### config.mk
export PLATFORM = sky130hd
export DESIGN_NAME = vic_top
export DESIGN_NICKNAME = d
export VERILOG_FILES = /design/src/common/vic_pkg.sv /design/src/logic/vic_vec_mem.sv /design/src/logic/vic_src_detect.sv /design/src/logic/vic_top.sv
export SDC_FILE = /design/constraint.sdc
export NUM_CORES = 2
export LEC_CHECK = 0
export ABC_CLOCK_PERIOD_IN_PS = 46200
export BUFFER_PORTS_ARGS = -buffer_cell sky130_fd_sc_hd__buf_2
export CAP_MARGIN = 30
export CORE_AREA = 2 2 450 452
export DETAILED_ROUTE_END_ITERATION = 6
export DIE_AREA = 0 0 452 454
export PLACE_DENSITY_LB_ADDON = 0.12
export SETUP_SLACK_MARGIN = 0.2
export SYNTH_ARGS = -nofsm -noshare
export SYNTH_HDL_FRONTEND = slang
export SYNTH_SLANG_ARGS = --single-unit
export TNS_END_PERCENT = 1
### constraint.sdc
create_clock -name clock -period 46.2 [get_ports clock]
set_input_delay 4.62 -clock clock [delete_from_list [all_inputs] [get_ports clock]]
set_output_delay 4.62 -clock clock [all_outputs]
set_load 0.02 [all_outputs]
### src/common/vic_pkg.sv
// constants shared by the vectored interrupt controller files
// assumes a 32-bit AHB-Lite slave port, one word per register
package vic_pkg;

    // geometry
    localparam int VIC_NSRC       = 32;
    localparam int VIC_NEST_DEPTH = 8;
    localparam int VIC_EV_W       = 2;

    // register byte offsets within the slave window
    localparam logic [11:0] VIC_SMR_BASE = 12'h000;
    localparam logic [11:0] VIC_SVR_BASE = 12'h080;
    localparam logic [11:0] VIC_IVR      = 12'h100;
    localparam logic [11:0] VIC_FVR      = 12'h104;
    localparam logic [11:0] VIC_ISR      = 12'h108;
    localparam logic [11:0] VIC_IPR      = 12'h10C;
    localparam logic [11:0] VIC_IMR      = 12'h110;
    localparam logic [11:0] VIC_CISR     = 12'h114;
    localparam logic [11:0] VIC_IECR     = 12'h120;
    localparam logic [11:0] VIC_IDCR     = 12'h124;
    localparam logic [11:0] VIC_ICCR     = 12'h128;
    localparam logic [11:0] VIC_ISCR     = 12'h12C;
    localparam logic [11:0] VIC_EOICR    = 12'h130;
    localparam logic [11:0] VIC_SPU      = 12'h134;
    localparam logic [11:0] VIC_DCR      = 12'h138;
    localparam logic [11:0] VIC_FFER     = 12'h140;
    localparam logic [11:0] VIC_FFDR     = 12'h144;
    localparam logic [11:0] VIC_FFSR     = 12'h148;
    localparam logic [11:0] VIC_EVSR     = 12'h150;
    localparam logic [11:0] VIC_EVMR     = 12'h154;

    // field positions
    localparam int VIC_SMR_PRIO_LSB = 0;
    localparam int VIC_SMR_TYPE_LSB = 5;
    localparam int VIC_DCR_PROT_BIT = 0;
    localparam int VIC_DCR_GMSK_BIT = 1;
    localparam int VIC_EV_SPUR_BIT  = 0;
    localparam int VIC_EV_FAST_BIT  = 1;

    // trigger type: bit0 selects edge, bit1 selects high/rising
    localparam logic [1:0] VIC_TYP_LEVEL_LO = 2'h0;
    localparam logic [1:0] VIC_TYP_EDGE_FAL = 2'h1;
    localparam logic [1:0] VIC_TYP_LEVEL_HI = 2'h2;
    localparam logic [1:0] VIC_TYP_EDGE_RIS = 2'h3;

    // sources wired to pins, which honour the polarity bit
    localparam logic [31:0] VIC_EXT_MASK = 32'hE000_0001;

    // bus phase
    typedef enum logic [0:0] {
        VIC_BUS_IDLE = 1'b0,
        VIC_BUS_DATA = 1'b1
    } vic_bus_type;

endpackage : vic_pkg

### src/logic/vic_vec_mem.sv
// per-source vector store, one write port and one registered read
// assumes write and read addresses are stable around the clock edge
`timescale 1ns/100ps
module vic_vec_mem
    import vic_pkg::*;
#(
    parameter int W  = 32,
    parameter int D  = VIC_NSRC,
    parameter int AW = 5
)(
    // clock and reset
    input  wire logic          clock,
    input  wire logic          resetn,
    // write port
    input  wire logic          we,
    input  wire logic [AW-1:0] waddr,
    input  wire logic [W-1:0]  wdata,
    // read port
    input  wire logic [AW-1:0] raddr,
    output logic      [W-1:0]  rdata
);

    typedef struct packed {
        logic [D-1:0][W-1:0] mem;
        logic [W-1:0]        rdata;
    } vic_mem_type;

    vic_mem_type s;
    vic_mem_type nxt_s;

    always_comb begin
        nxt_s = s;
        nxt_s.rdata = s.mem[raddr];
        if (we) begin
            nxt_s.mem[waddr] = wdata;
        end
    end

    // reset keeps every vector defined, at a cost of flops not RAM
    always_ff @(posedge clock) begin
        if (!resetn) begin
            s <= '0;
        end else begin
            s <= nxt_s;
        end
    end

    assign rdata = s.rdata;

endmodule : vic_vec_mem

### src/logic/vic_src_detect.sv
// per-source trigger conditioning: polarity and edge detection
// assumes request inputs are already synchronous to the clock
`timescale 1ns/100ps
module vic_src_detect
    import vic_pkg::*;
#(
    parameter int N = VIC_NSRC
)(
    // clock and reset
    input  wire logic              clock,
    input  wire logic              resetn,
    // requests and their trigger types
    input  wire logic [N-1:0]      raw,
    input  wire logic [N-1:0][1:0] typ,
    // conditioned requests
    output logic      [N-1:0]      lvl_act,
    output logic      [N-1:0]      edge_hit
);

    typedef struct packed {
        logic [N-1:0] prev;
    } vic_det_type;

    vic_det_type s;
    vic_det_type nxt_s;

    // internal sources are always active high or rising
    for (genvar i = 0; i < N; i++) begin : g_src
        assign lvl_act[i]  = raw[i] ^ (VIC_EXT_MASK[i] & ~typ[i][1]);
        assign edge_hit[i] = lvl_act[i] & ~s.prev[i];
    end

    always_comb begin
        nxt_s = s;
        nxt_s.prev = lvl_act;
    end

    always_ff @(posedge clock) begin
        if (!resetn) begin
            s <= '0;
        end else begin
            s <= nxt_s;
        end
    end

endmodule : vic_src_detect

### src/logic/vic_top.sv
// vectored nested-priority interrupt controller with AHB-Lite slave
// assumes single word transfers and requests synchronous to clock
//
// Implementation choices: the AHB-Lite register port and the placing of the registers.
`timescale 1ns/100ps
module vic_top
    import vic_pkg::*;
#(
    parameter int NEST_DEPTH = VIC_NEST_DEPTH
)(
    // clock and reset
    input  wire logic        clock,
    input  wire logic        resetn,
    // ahb-lite slave
    input  wire logic        hsel,
    input  wire logic [31:0] haddr,
    input  wire logic [1:0]  htrans,
    input  wire logic        hwrite,
    input  wire logic [2:0]  hsize,
    input  wire logic [31:0] hwdata,
    input  wire logic        hready,
    output logic             hreadyout,
    output logic      [31:0] hrdata,
    output logic             hresp,
    // interrupt requests
    input  wire logic        fast_irq_pin,
    input  wire logic        system_periph_request,
    input  wire logic [28:2] periph_req,
    input  wire logic        ext_irq_pin_0,
    input  wire logic        ext_irq_pin_1,
    input  wire logic        ext_irq_pin_2,
    // processor lines and own event interrupt
    output logic             normal_irq_out_n,
    output logic             fast_irq_out_n,
    output logic             irq_out
);

    ////////////////////////////////////////////////////////////////////

    typedef struct packed {
        vic_bus_type                  bus;
        logic                         wr;
        logic [11:0]                  addr;
        logic [4:0]                   lat_src;
        logic                         lat_ok;
        logic                         hready;
        logic [31:0]                  hrdata;
        logic [31:0]                  enable;
        logic [31:0]                  edge_pend;
        logic [31:0]                  ffast;
        logic [31:0]                  spu;
        logic [1:0]                   dcr;
        logic [VIC_EV_W-1:0]          ev_stat;
        logic [VIC_EV_W-1:0]          ev_mask;
        logic [31:0][2:0]             prio;
        logic [31:0][1:0]             typ;
        logic [NEST_DEPTH-1:0][2:0]   stk_prio;
        logic [NEST_DEPTH-1:0][4:0]   stk_src;
        logic [3:0]                   depth;
        logic                         normal_irq_out_n_n;
        logic                         fast_irq_out_n_n;
        logic                         irq;
    } vic_state_type;

    vic_state_type       s;
    vic_state_type       nxt_s;
    logic [31:0]         raw;
    logic [31:0]         lvl_act;
    logic [31:0]         edge_hit;
    logic [31:0]         edge_mode;
    logic [31:0]         ipr;
    logic [31:0]         act;
    logic [31:0]         cand;
    logic [31:0]         clr;
    logic [31:0]         sw_set;
    logic [VIC_EV_W-1:0] w1c;
    logic [VIC_EV_W-1:0] ev_set;
    logic                found;
    logic [4:0]          best_src;
    logic [2:0]          best_prio;
    logic [2:0]          cur_prio;
    logic [4:0]          cur_src;
    logic                fiq_want;
    logic                acc;
    logic                prot;
    logic                gmsk;
    logic                mem_we;
    logic [4:0]          mem_raddr;
    logic [31:0]         mem_rdata;

    ////////////////////////////////////////////////////////////////////

    // bit position is the peripheral identifier
    assign raw = {ext_irq_pin_2, ext_irq_pin_1, ext_irq_pin_0,
                  periph_req,
                  system_periph_request,
                  fast_irq_pin};

    vic_src_detect #(
        .N        (VIC_NSRC)
    ) u_detect (
        .clock    (clock),
        .resetn   (resetn),
        .raw      (raw),
        .typ      (s.typ),
        .lvl_act  (lvl_act),
        .edge_hit (edge_hit)
    );

    vic_vec_mem #(
        .W        (32),
        .D        (VIC_NSRC),
        .AW       (5)
    ) u_vectors (
        .clock    (clock),
        .resetn   (resetn),
        .we       (mem_we),
        .waddr    (s.addr[6:2]),
        .wdata    (hwdata),
        .raddr    (mem_raddr),
        .rdata    (mem_rdata)
    );

    ////////////////////////////////////////////////////////////////////

    always_comb begin
        nxt_s = s;
        for (int i = 0; i < VIC_NSRC; i++) begin
            edge_mode[i] = s.typ[i][0];
        end
        ipr  = (s.edge_pend & edge_mode) | (lvl_act & ~edge_mode);
        act  = ipr & s.enable;
        cand = act & ~s.ffast & ~32'h0000_0001;
        prot = s.dcr[VIC_DCR_PROT_BIT];
        gmsk = s.dcr[VIC_DCR_GMSK_BIT];
        cur_prio = 3'h0;
        cur_src  = 5'h00;
        if (s.depth != 4'h0) begin
            cur_prio = s.stk_prio[s.depth - 4'h1];
            cur_src  = s.stk_src[s.depth - 4'h1];
        end
        // ties go to the lowest source number
        found     = 1'b0;
        best_src  = 5'h00;
        best_prio = 3'h0;
        for (int i = 1; i < VIC_NSRC; i++) begin
            if (cand[i] && (s.depth == 4'h0 || s.prio[i] > cur_prio)
                && (!found || s.prio[i] > best_prio)) begin
                found     = 1'b1;
                best_src  = 5'(i);
                best_prio = s.prio[i];
            end
        end
        fiq_want = act[0] | (|(act & s.ffast));
        nxt_s.normal_irq_out_n_n = ~(found & ~gmsk);
        nxt_s.fast_irq_out_n_n = ~(fiq_want & ~gmsk);
        // vector read address is set up in the address phase
        acc = hsel & hready & htrans[1];
        mem_raddr = 5'h00;
        if (acc) begin
            if (haddr[11:0] == VIC_IVR) begin
                mem_raddr = best_src;
            end else if (haddr[11:0] != VIC_FVR) begin
                mem_raddr = haddr[6:2];
            end
        end
        mem_we = 1'b0;
        clr    = 32'h0000_0000;
        sw_set = 32'h0000_0000;
        w1c    = '0;
        ev_set = '0;
        if (acc) begin
            nxt_s.bus     = VIC_BUS_DATA;
            nxt_s.hready  = 1'b0;
            nxt_s.wr      = hwrite;
            nxt_s.addr    = haddr[11:0];
            nxt_s.lat_src = best_src;
            nxt_s.lat_ok  = found;
        end else if (s.bus == VIC_BUS_DATA) begin
            nxt_s.bus    = VIC_BUS_IDLE;
            nxt_s.hready = 1'b1;
            nxt_s.hrdata = 32'h0000_0000;
            if (s.wr) begin
                if (s.addr < VIC_SVR_BASE) begin
                    nxt_s.prio[s.addr[6:2]] = hwdata[VIC_SMR_PRIO_LSB +: 3];
                    nxt_s.typ[s.addr[6:2]]  = hwdata[VIC_SMR_TYPE_LSB +: 2];
                end else if (s.addr < VIC_IVR) begin
                    mem_we = 1'b1;
                end else if (s.addr == VIC_IECR) begin
                    nxt_s.enable = s.enable | hwdata;
                end else if (s.addr == VIC_IDCR) begin
                    nxt_s.enable = s.enable & ~hwdata;
                end else if (s.addr == VIC_ICCR) begin
                    clr = hwdata;
                end else if (s.addr == VIC_ISCR) begin
                    sw_set = hwdata;
                end else if (s.addr == VIC_EOICR) begin
                    if (s.depth != 4'h0) begin
                        nxt_s.depth = s.depth - 4'h1;
                    end
                end else if (s.addr == VIC_SPU) begin
                    nxt_s.spu = hwdata;
                end else if (s.addr == VIC_DCR) begin
                    nxt_s.dcr = hwdata[1:0];
                end else if (s.addr == VIC_FFER) begin
                    nxt_s.ffast = s.ffast | hwdata;
                end else if (s.addr == VIC_FFDR) begin
                    nxt_s.ffast = s.ffast & ~hwdata;
                end else if (s.addr == VIC_EVSR) begin
                    w1c = hwdata[VIC_EV_W-1:0];
                end else if (s.addr == VIC_EVMR) begin
                    nxt_s.ev_mask = hwdata[VIC_EV_W-1:0];
                end
            end else begin
                if (s.addr < VIC_SVR_BASE) begin
                    nxt_s.hrdata[VIC_SMR_PRIO_LSB +: 3] = s.prio[s.addr[6:2]];
                    nxt_s.hrdata[VIC_SMR_TYPE_LSB +: 2] = s.typ[s.addr[6:2]];
                end else if (s.addr < VIC_IVR) begin
                    nxt_s.hrdata = mem_rdata;
                end else if (s.addr == VIC_IVR) begin
                    // a full stack still answers but does not nest deeper
                    if (s.lat_ok) begin
                        nxt_s.hrdata = mem_rdata;
                        if (!prot && s.depth < 4'(NEST_DEPTH)) begin
                            nxt_s.stk_prio[s.depth] = s.prio[s.lat_src];
                            nxt_s.stk_src[s.depth]  = s.lat_src;
                            nxt_s.depth = s.depth + 4'h1;
                            clr[s.lat_src] = 1'b1;
                        end
                    end else begin
                        nxt_s.hrdata = s.spu;
                        ev_set[VIC_EV_SPUR_BIT] = ~prot;
                    end
                end else if (s.addr == VIC_FVR) begin
                    nxt_s.hrdata = fiq_want ? mem_rdata : s.spu;
                    clr[0] = ~prot;
                end else if (s.addr == VIC_ISR) begin
                    nxt_s.hrdata[4:0] = cur_src;
                end else if (s.addr == VIC_IPR) begin
                    nxt_s.hrdata = ipr;
                end else if (s.addr == VIC_IMR) begin
                    nxt_s.hrdata = s.enable;
                end else if (s.addr == VIC_CISR) begin
                    nxt_s.hrdata[1:0] = {~s.fast_irq_out_n_n, ~s.normal_irq_out_n_n};
                end else if (s.addr == VIC_SPU) begin
                    nxt_s.hrdata = s.spu;
                end else if (s.addr == VIC_DCR) begin
                    nxt_s.hrdata[1:0] = s.dcr;
                end else if (s.addr == VIC_FFSR) begin
                    nxt_s.hrdata = s.ffast;
                end else if (s.addr == VIC_EVSR) begin
                    nxt_s.hrdata[VIC_EV_W-1:0] = s.ev_stat;
                end else if (s.addr == VIC_EVMR) begin
                    nxt_s.hrdata[VIC_EV_W-1:0] = s.ev_mask;
                end
            end
        end
        // a new edge wins over a clear in the same cycle
        nxt_s.edge_pend = (s.edge_pend & ~clr) | edge_hit | sw_set;
        ev_set[VIC_EV_FAST_BIT] = s.fast_irq_out_n_n & ~nxt_s.fast_irq_out_n_n;
        nxt_s.ev_stat = (s.ev_stat & ~w1c) | ev_set;
        nxt_s.irq = |(nxt_s.ev_stat & nxt_s.ev_mask);
    end

    always_ff @(posedge clock) begin
        if (!resetn) begin
            s        <= '0;
            s.hready <= 1'b1;
            s.normal_irq_out_n_n <= 1'b1;
            s.fast_irq_out_n_n <= 1'b1;
        end else begin
            s <= nxt_s;
        end
    end

    assign hreadyout        = s.hready;
    assign hrdata           = s.hrdata;
    assign hresp            = 1'b0;
    assign normal_irq_out_n = s.normal_irq_out_n_n;
    assign fast_irq_out_n   = s.fast_irq_out_n_n;
    assign irq_out          = s.irq;

    logic rd_ivr_a;
    assign rd_ivr_a = s.bus == VIC_BUS_DATA && !s.wr && s.addr == VIC_IVR;
endmodule : vic_top

Word-level counts from Yosys, hierarchy flattened:

Index checks and enable logic that the tools add are counted.

* register bits after elaboration: 1506
* input bits: 106
* logic and storage cells: 767

* $add $sub $neg: 2
* magnitude comparators: 72
* eq/ne operators: 26
* muxes and demuxes: 244
* bitwise logic cells: 116
* reductions and logical operators: 175

Operator list (number)
* $mux 32: 41
* $bwmux 1024: 1
* $mux 230: 2
* $mux 68: 5
* $and 32x32->32: 8
* $eq 12x9->1 const B: 19
* $gt 3x3->1: 61
* $mux 5: 36
* $mux 162: 1
* $bmux 32 s5: 1
* $demux 32 s5: 1
* $mux 160: 1
* $or 32x32->32: 5
* $not 32->32: 4
* $mux 3: 37
* $bwmux 96: 1
* $mux 30: 3
* $mux 2: 38
* $logic_and 1x1->1: 65
* $mux 65: 1
* $bwmux 64: 1
* $mux 64: 1
* $logic_or 1x1->1: 61
* $not 1->1: 53
* 46 further kinds: 188

Depth between registers and ports, before layout:

* depth after elaboration: 132
* mapped depth: 302

Cells and area by module:

Synthesis repeated with hierarchy kept, for this count alone.

* cell total of the unflattened synthesis: 8785
* area, all modules: 76392.0 sq um

Modules (own cells, without submodules)
* vic_vec_mem: times used 1, cells each 5288, area each 47875.9 sq um, sequential area each 21140.3 sq um
* vic_top: times used 1, cells each 3366, area each 27199.8 sq um, sequential area each 8368.0 sq um
* vic_src_detect: times used 1, cells each 131, area each 1316.3 sq um, sequential area each 640.6 sq um

Worst setup path after synthesis:

Ideal clock, no wire load.

* path kind: input port to flip-flop
* from: input port system_periph_request
* to: register u_vectors.s, in the netlist u_vectors.rdata[11]
* library setup time: 133 ps
* arrival: 48553 ps
* data required time: 46067 ps
* slack: -2486 ps
* stages: 245
* path buffers: 3
* path through: mux2i_1 -> nand2b_1 -> nor2_1 -> o21a_1 -> buf_4 -> nand2_1 -> ha_1 -> nor2b_1 -> o21a_1 -> o21ai_0 -> inv_1 -> a21boi_0 -> a22o_1 -> inv_1 -> ha_1 -> nor2b_1 -> o21a_1 -> o21ai_0 -> (+209 left out) -> o21a_1 -> mux2_2 -> ha_1 -> nor2b_1 -> o21a_1 -> o21ai_0 -> a21oi_1 -> or2_2 -> a211oi_1 -> and2_1 -> buf_6 -> a31oi_1 -> or3_1 -> nor2_1 -> clkbuf_1 -> nand3_1 -> o211ai_1 -> nor4_1

* word-level cells in the longest chain between the ends: 130
* elaborated cells on any way between the ends: 220

RTL lines
* start, declared: RTL line vic_top.sv:27 `input wire logic system_periph_request,`
* $and 32x32->32 *: RTL line vic_top.sv:131 `ipr = (s.edge_pend & edge_mode) | (lvl_act & ~edge_mode);`
* $or 32x32->32 *: RTL line vic_top.sv:131
* $and 32x32->32 *: RTL line vic_top.sv:132 `act = ipr & s.enable;`
* $and 32x32->32 *: RTL line vic_top.sv:133 `cand = act & ~s.ffast & ~32'h0000_0001;`
* $logic_and 1x1->1 *: RTL line vic_top.sv:147 `if (cand[i] && (s.depth == 4'h0 || s.prio[i] > cur_prio)`
* $mux 3 or $mux 1 (tied branches): RTL line vic_top.sv:147
* $gt 3x3->1 or $logic_not 1->1 (tied branches): RTL line vic_top.sv:148 `&& (!found || s.prio[i] > best_prio)) begin`
* $logic_or 1x1->1: RTL line vic_top.sv:148
* (+114 left out)
* $gt 3x3->1 or $logic_not 1->1 (tied branches): RTL line vic_top.sv:148
* $logic_or 1x1->1: RTL line vic_top.sv:148
* $logic_and 1x1->1: RTL line vic_top.sv:148
* $mux 5 *: RTL line vic_top.sv:147
* $mux 5 *: RTL line vic_top.sv:161 `if (haddr[11:0] == VIC_IVR) begin`
* $mux 5 *: RTL line vic_top.sv:160 `if (acc) begin`
* $bmux 32 s5 *: RTL line vic_vec_mem.sv:33 `nxt_s.rdata = s.mem[raddr];`
* $mux 32 (implied by the code) *: RTL line vic_vec_mem.sv:33
* end signal, assigned: RTL line vic_vec_mem.sv:44 `s <= nxt_s;`
* end, declared: RTL line vic_vec_mem.sv:28 `vic_mem_type s;`

Every way passes the cells marked *; elsewhere a longest branch is shown, timed or not. The select of a mux whose other input is x is not followed.
A chain may end at the register's enable or synchronous reset.

Final worst setup path:

* from: input port system_periph_request
* to: register u_vectors.s, in the netlist u_vectors.rdata[13]

Same word-level chain as after synthesis.

==> results.md <==
- Data on the critical path arrives at its endpoint at 48.72 ns.
- The total via count in the routed design is 80700.
- For this run, design rule violations remaining after detail routing come to 40.
- The synthesized area is 77700 µm².
- For flop-to-flop paths, the worst setup slack is 0.34 ns.
- The setup path with the least slack is of type input pin to flip-flop.
- Max-cap violations in this run came to 0.
- OpenSTA, run right after detailed placement, puts the worst setup slack at -4.15 ns.
- The areal power density over the cells is 31.2 nW/µm².
- Counting flops with a built-in enable in the synthesized netlist gives 0.
- Of all flip-flops after synthesis, the portion carrying an async set or reset was 0%.
- The global-route wire length before repair is 512000 µm.
- For this run the aggregate overflow at the end of global routing stands at 0.
- IR analysis of the VDD net gives a maximum drop of 33.8 µV.
- Global routing used 33.3% of the available tracks across all layers.
- The share of the clock period used by the worst path after layout is 104%.
- No sink is reached through more buffers than the 3 on the longest clock path.
- In this run the worst hold path is classified as flip-flop to flip-flop.
- Summed over its instances, the top area cell type makes up 38.8% of the synthesized netlist area.
- The net count of the finished layout is 10900.
- The run finished, with violations left.
- Summed over all instances, the cell type with the most area after synthesis is dfxtp_1.
- On the critical path the largest part of the delay comes from compound AO/OA/AOI/OAI gates.
- In this run the clock root is driven by a clkbuf_16.
- The critical path endpoint category is a flip-flop.
- Using the TritonRoute via totals, the vias-per-cell ratio works out to 6.00.
- Summing the sequential cell areas from Yosys gives 38.8% of the chip area.
- The clock period minus final worst setup slack is 47.99 ns.
- Input and output buffers added on the ports amount to 117.
- The most frequent cell on the critical path is buf_4.
- The library cell used most frequently in the layout, excluding fill and tap cells, is nand2_1.
- Counting the buffers created by CTS gives 170.
- The count of different cell masters after synthesis is 116.
- The post-route worst hold slack is 0.449 ns.
- In this run the horizontal extent of the chip is 452 µm.
- In this run the count of I/O pins placed on the die edge is 143.
- Of all nets on the critical path, the largest fanout is 7.
- The floorplan step defined a die boundary enclosing 205000 µm².
- Detailed placement finished with a half-perimeter wire length of 228000 µm.
- The checks that failed: design-rule violations, negative setup slack.
- In the final timing run, aggregate negative setup slack is -55.83 ns.
- The number of setup violations in the final report is 36.
- For this run, the top clock speed supported by timing is 20.8 MHz.
- For this design, the CTS-stage hold fixing added 0 buffers.
- The clock net sink count is 1506.
- The pin count of the biggest net entering global routing is 228.
- The top cell types in the final layout, fill and taps aside, are 3061 x nand2_1, 1660 x a21oi_1, 1501 x dfxtp_1.
- The worst max-slew margin expressed relative to the limit is 14.8%.
- The detailed-routing iteration count for the pre-antenna-repair pass is 7.
- In this run the critical register-to-register path is captured at u_vectors.rdata[13].
- The number of global-route vias before repair is 73700.
- The number of hold violations in the final report is 0.
- After detailed routing, the average wire length per cell comes to 26.5 µm.
- The worst reg-to-reg path cell count is 287.
- The effective utilization at floorplan is 38.7%.
- The most critical setup path has its endpoint at u_vectors.rdata[13].
- The initial antenna violation count is 7.
- At the pin with the least slew margin, the transition time is 1.28 ns.
- The startpoint class of the critical path is an input pin.
- The clock-pin slew of the registers on the worst-case setup and hold paths is 0.06 ns.
- The start of the worst register-to-register path is s[3].
- From synthesis to final layout, the design area changed by 21.1%.
- Tracing the worst setup path back leads to its startpoint at system_periph_request.
- The global placement routability congestion is 0.941.
- The count of nets left with antenna violations once routing finished came out at 0.
- For this block, the initial DRC count from the detailed router was 10100.
- The most instantiated flip-flop cell in the synthesis netlist is dfxtp_1.
- The die is 454 µm tall.
- Together, buffers and inverters on the worst path number 86.
- Setup slack on the critical path of the routed design comes to -1.79 ns.
- After synthesis, the mean cell area works out to 7.47 µm².
- The post-synthesis net count is 10600.
- By area the synthesized netlist is led by dfxtp_1 39%, nand2_1 15%, a21oi_1 11%, clkbuf_1 3.7%, a221oi_1 2.8%.
- The post-route netlist has 18.3% of its cells at a drive strength greater than 1.
- TritonCTS built the clock tree.
- For this run, the number of Yosys warnings is 0.
- The highest cell delay on the worst timing path is 0.40 ns.
- The static leakage is 0.0323 µW.
- The logic depth of the worst setup path including buffers is 282.
- Setup repair after global routing could not meet its margin everywhere.
- Data on the critical path is required at its endpoint by 46.94 ns.
- The H-tree was split into 4 levels.
- The floorplan step defined a core boundary enclosing 201000 µm².
- The clock skew after layout is 0.0271 ns.
- The flop and latch count out of synthesis is 1506.
- After technology mapping, the gate count stands at 10400.
- Clock latency on the worst-skew pair, taken at its later pin, is 0.84 ns.
- The detailed-route wire length is 356000 µm.
- Row generation in the floorplan step produced 165 rows.
- The master of the slowest instance on the critical path is or3b_4.
- The final number of max-transition violations is 0.
==> synthesized netlist by cell type (66+ instances only) <==
library cell / count
nand2_1: 3074
a21oi_1: 1715
dfxtp_1: 1506
clkbuf_1: 761
nor2_1: 396
nand3_1: 338
a221oi_1: 252
o21ai_0: 226
a211oi_1: 200
and3_1: 173
ha_1: 134
mux2i_1: 133
a22oi_1: 107
inv_1: 103
buf_2: 98
mux4_2: 88
mux2_2: 80
buf_1: 66
==> registers in the layout, summed over array words and instances (netlist names), named ones only <==
signal	count
hrdata	32
prot	1
u_vectors.s	1024
gmsk	1
u_detect.s	32
s	284
irq_out	1
edge_mode	32
fast_irq_out_n	1
u_vectors.rdata	32
normal_irq_out_n	1
hreadyout	1
==> logic make-up after synthesis <==
family / after synthesis / share of synthesized area, %
other: 1 / 0.00483
muxes: 321 / 5.72
and+or+nand+nor: 4322 / 23.4
xor gates and xnor gates: 8 / 0.0999
buffers and inverters: 1089 / 5.76
AOI/OAI and AO/OA: 3007 / 24.0
DFF: 1506 / 38.8
adders and majority gates: 138 / 2.21
==> worst min path at each step <==
stage	from	endpoint	slack, ns	cells after the start
detailed placement	u_vectors.s[966]	u_vectors.s[966]	0.44	2
global placement	u_vectors.s[1052]	u_vectors.s[1052]	0.44	2
finish	u_vectors.s[149]	u_vectors.s[149]	0.45	2
global route	u_vectors.s[64]	u_vectors.s[64]	0.46	2
floorplan	u_vectors.s[319]	u_vectors.s[319]	0.43	2
CTS	u_vectors.s[963]	u_vectors.s[963]	0.45	2
==> timing repair <==
item,CTS,global route
pin swaps,99,129
buffers inserted,102,35
setup endpoints to repair,37,37
gates resized for setup,221,173
cloned,4,1
==> final cells by class <==
type,count,area (µm²)
multi-input cells,7798,45500
inverters,106,405
fillers,19600,107000
flip-flops and latches,1506,30200
well taps,2672,3340
repair buffers,1045,8800
clock inverters,57,823
diodes,2,5.00
clock buffers,255,5030
==> metal layers <==
metal	GRT usage (%)	share of wire [%]	wire length [µm]
met1	44.8	42	148000
met3	5.34	8.5	30100
met2	50.8	44	155000
met4	18.5	6.3	22200
met5	0	0.0048	17
==> metrics by stage <==
step	std cells	power (µW)	util, %	area (µm²)
6_report	13400	2930	46.8	94000
5_1_grt	13400	3000	46.8	94000
4_1_cts	13400	2940	46.2	92800
3_5_place_dp	13000	1510	42.3	85000
3_3_place_gp	13000	1510	42.2	84900
2_1_floorplan	10400	1420	-	78100
==> where the power goes <==
group | total [µW] | switching (µW) | leakage, µW | internal [µW]
clock network | 1440 | 595 | 0.00287 | 843
logic | 184 | 137 | 0.0173 | 46.6
registers | 1310 | 4.69 | 0.0121 | 1300
==> worst register-to-register path: cells and delay by family, from the launching register on <==
kind | cells | cell delay [ns]
AO/OA/AOI/OAI | 107 | 15.99
buffers and inverters | 86 | 10.68
adder cells (fa/ha/maj) | 28 | 7.90
AND/OR/NAND/NOR | 55 | 7.67
multiplexers | 11 | 3.20
flip-flops | 1 | 0.35
Note: power is estimated with default switching activity, not from simulation.
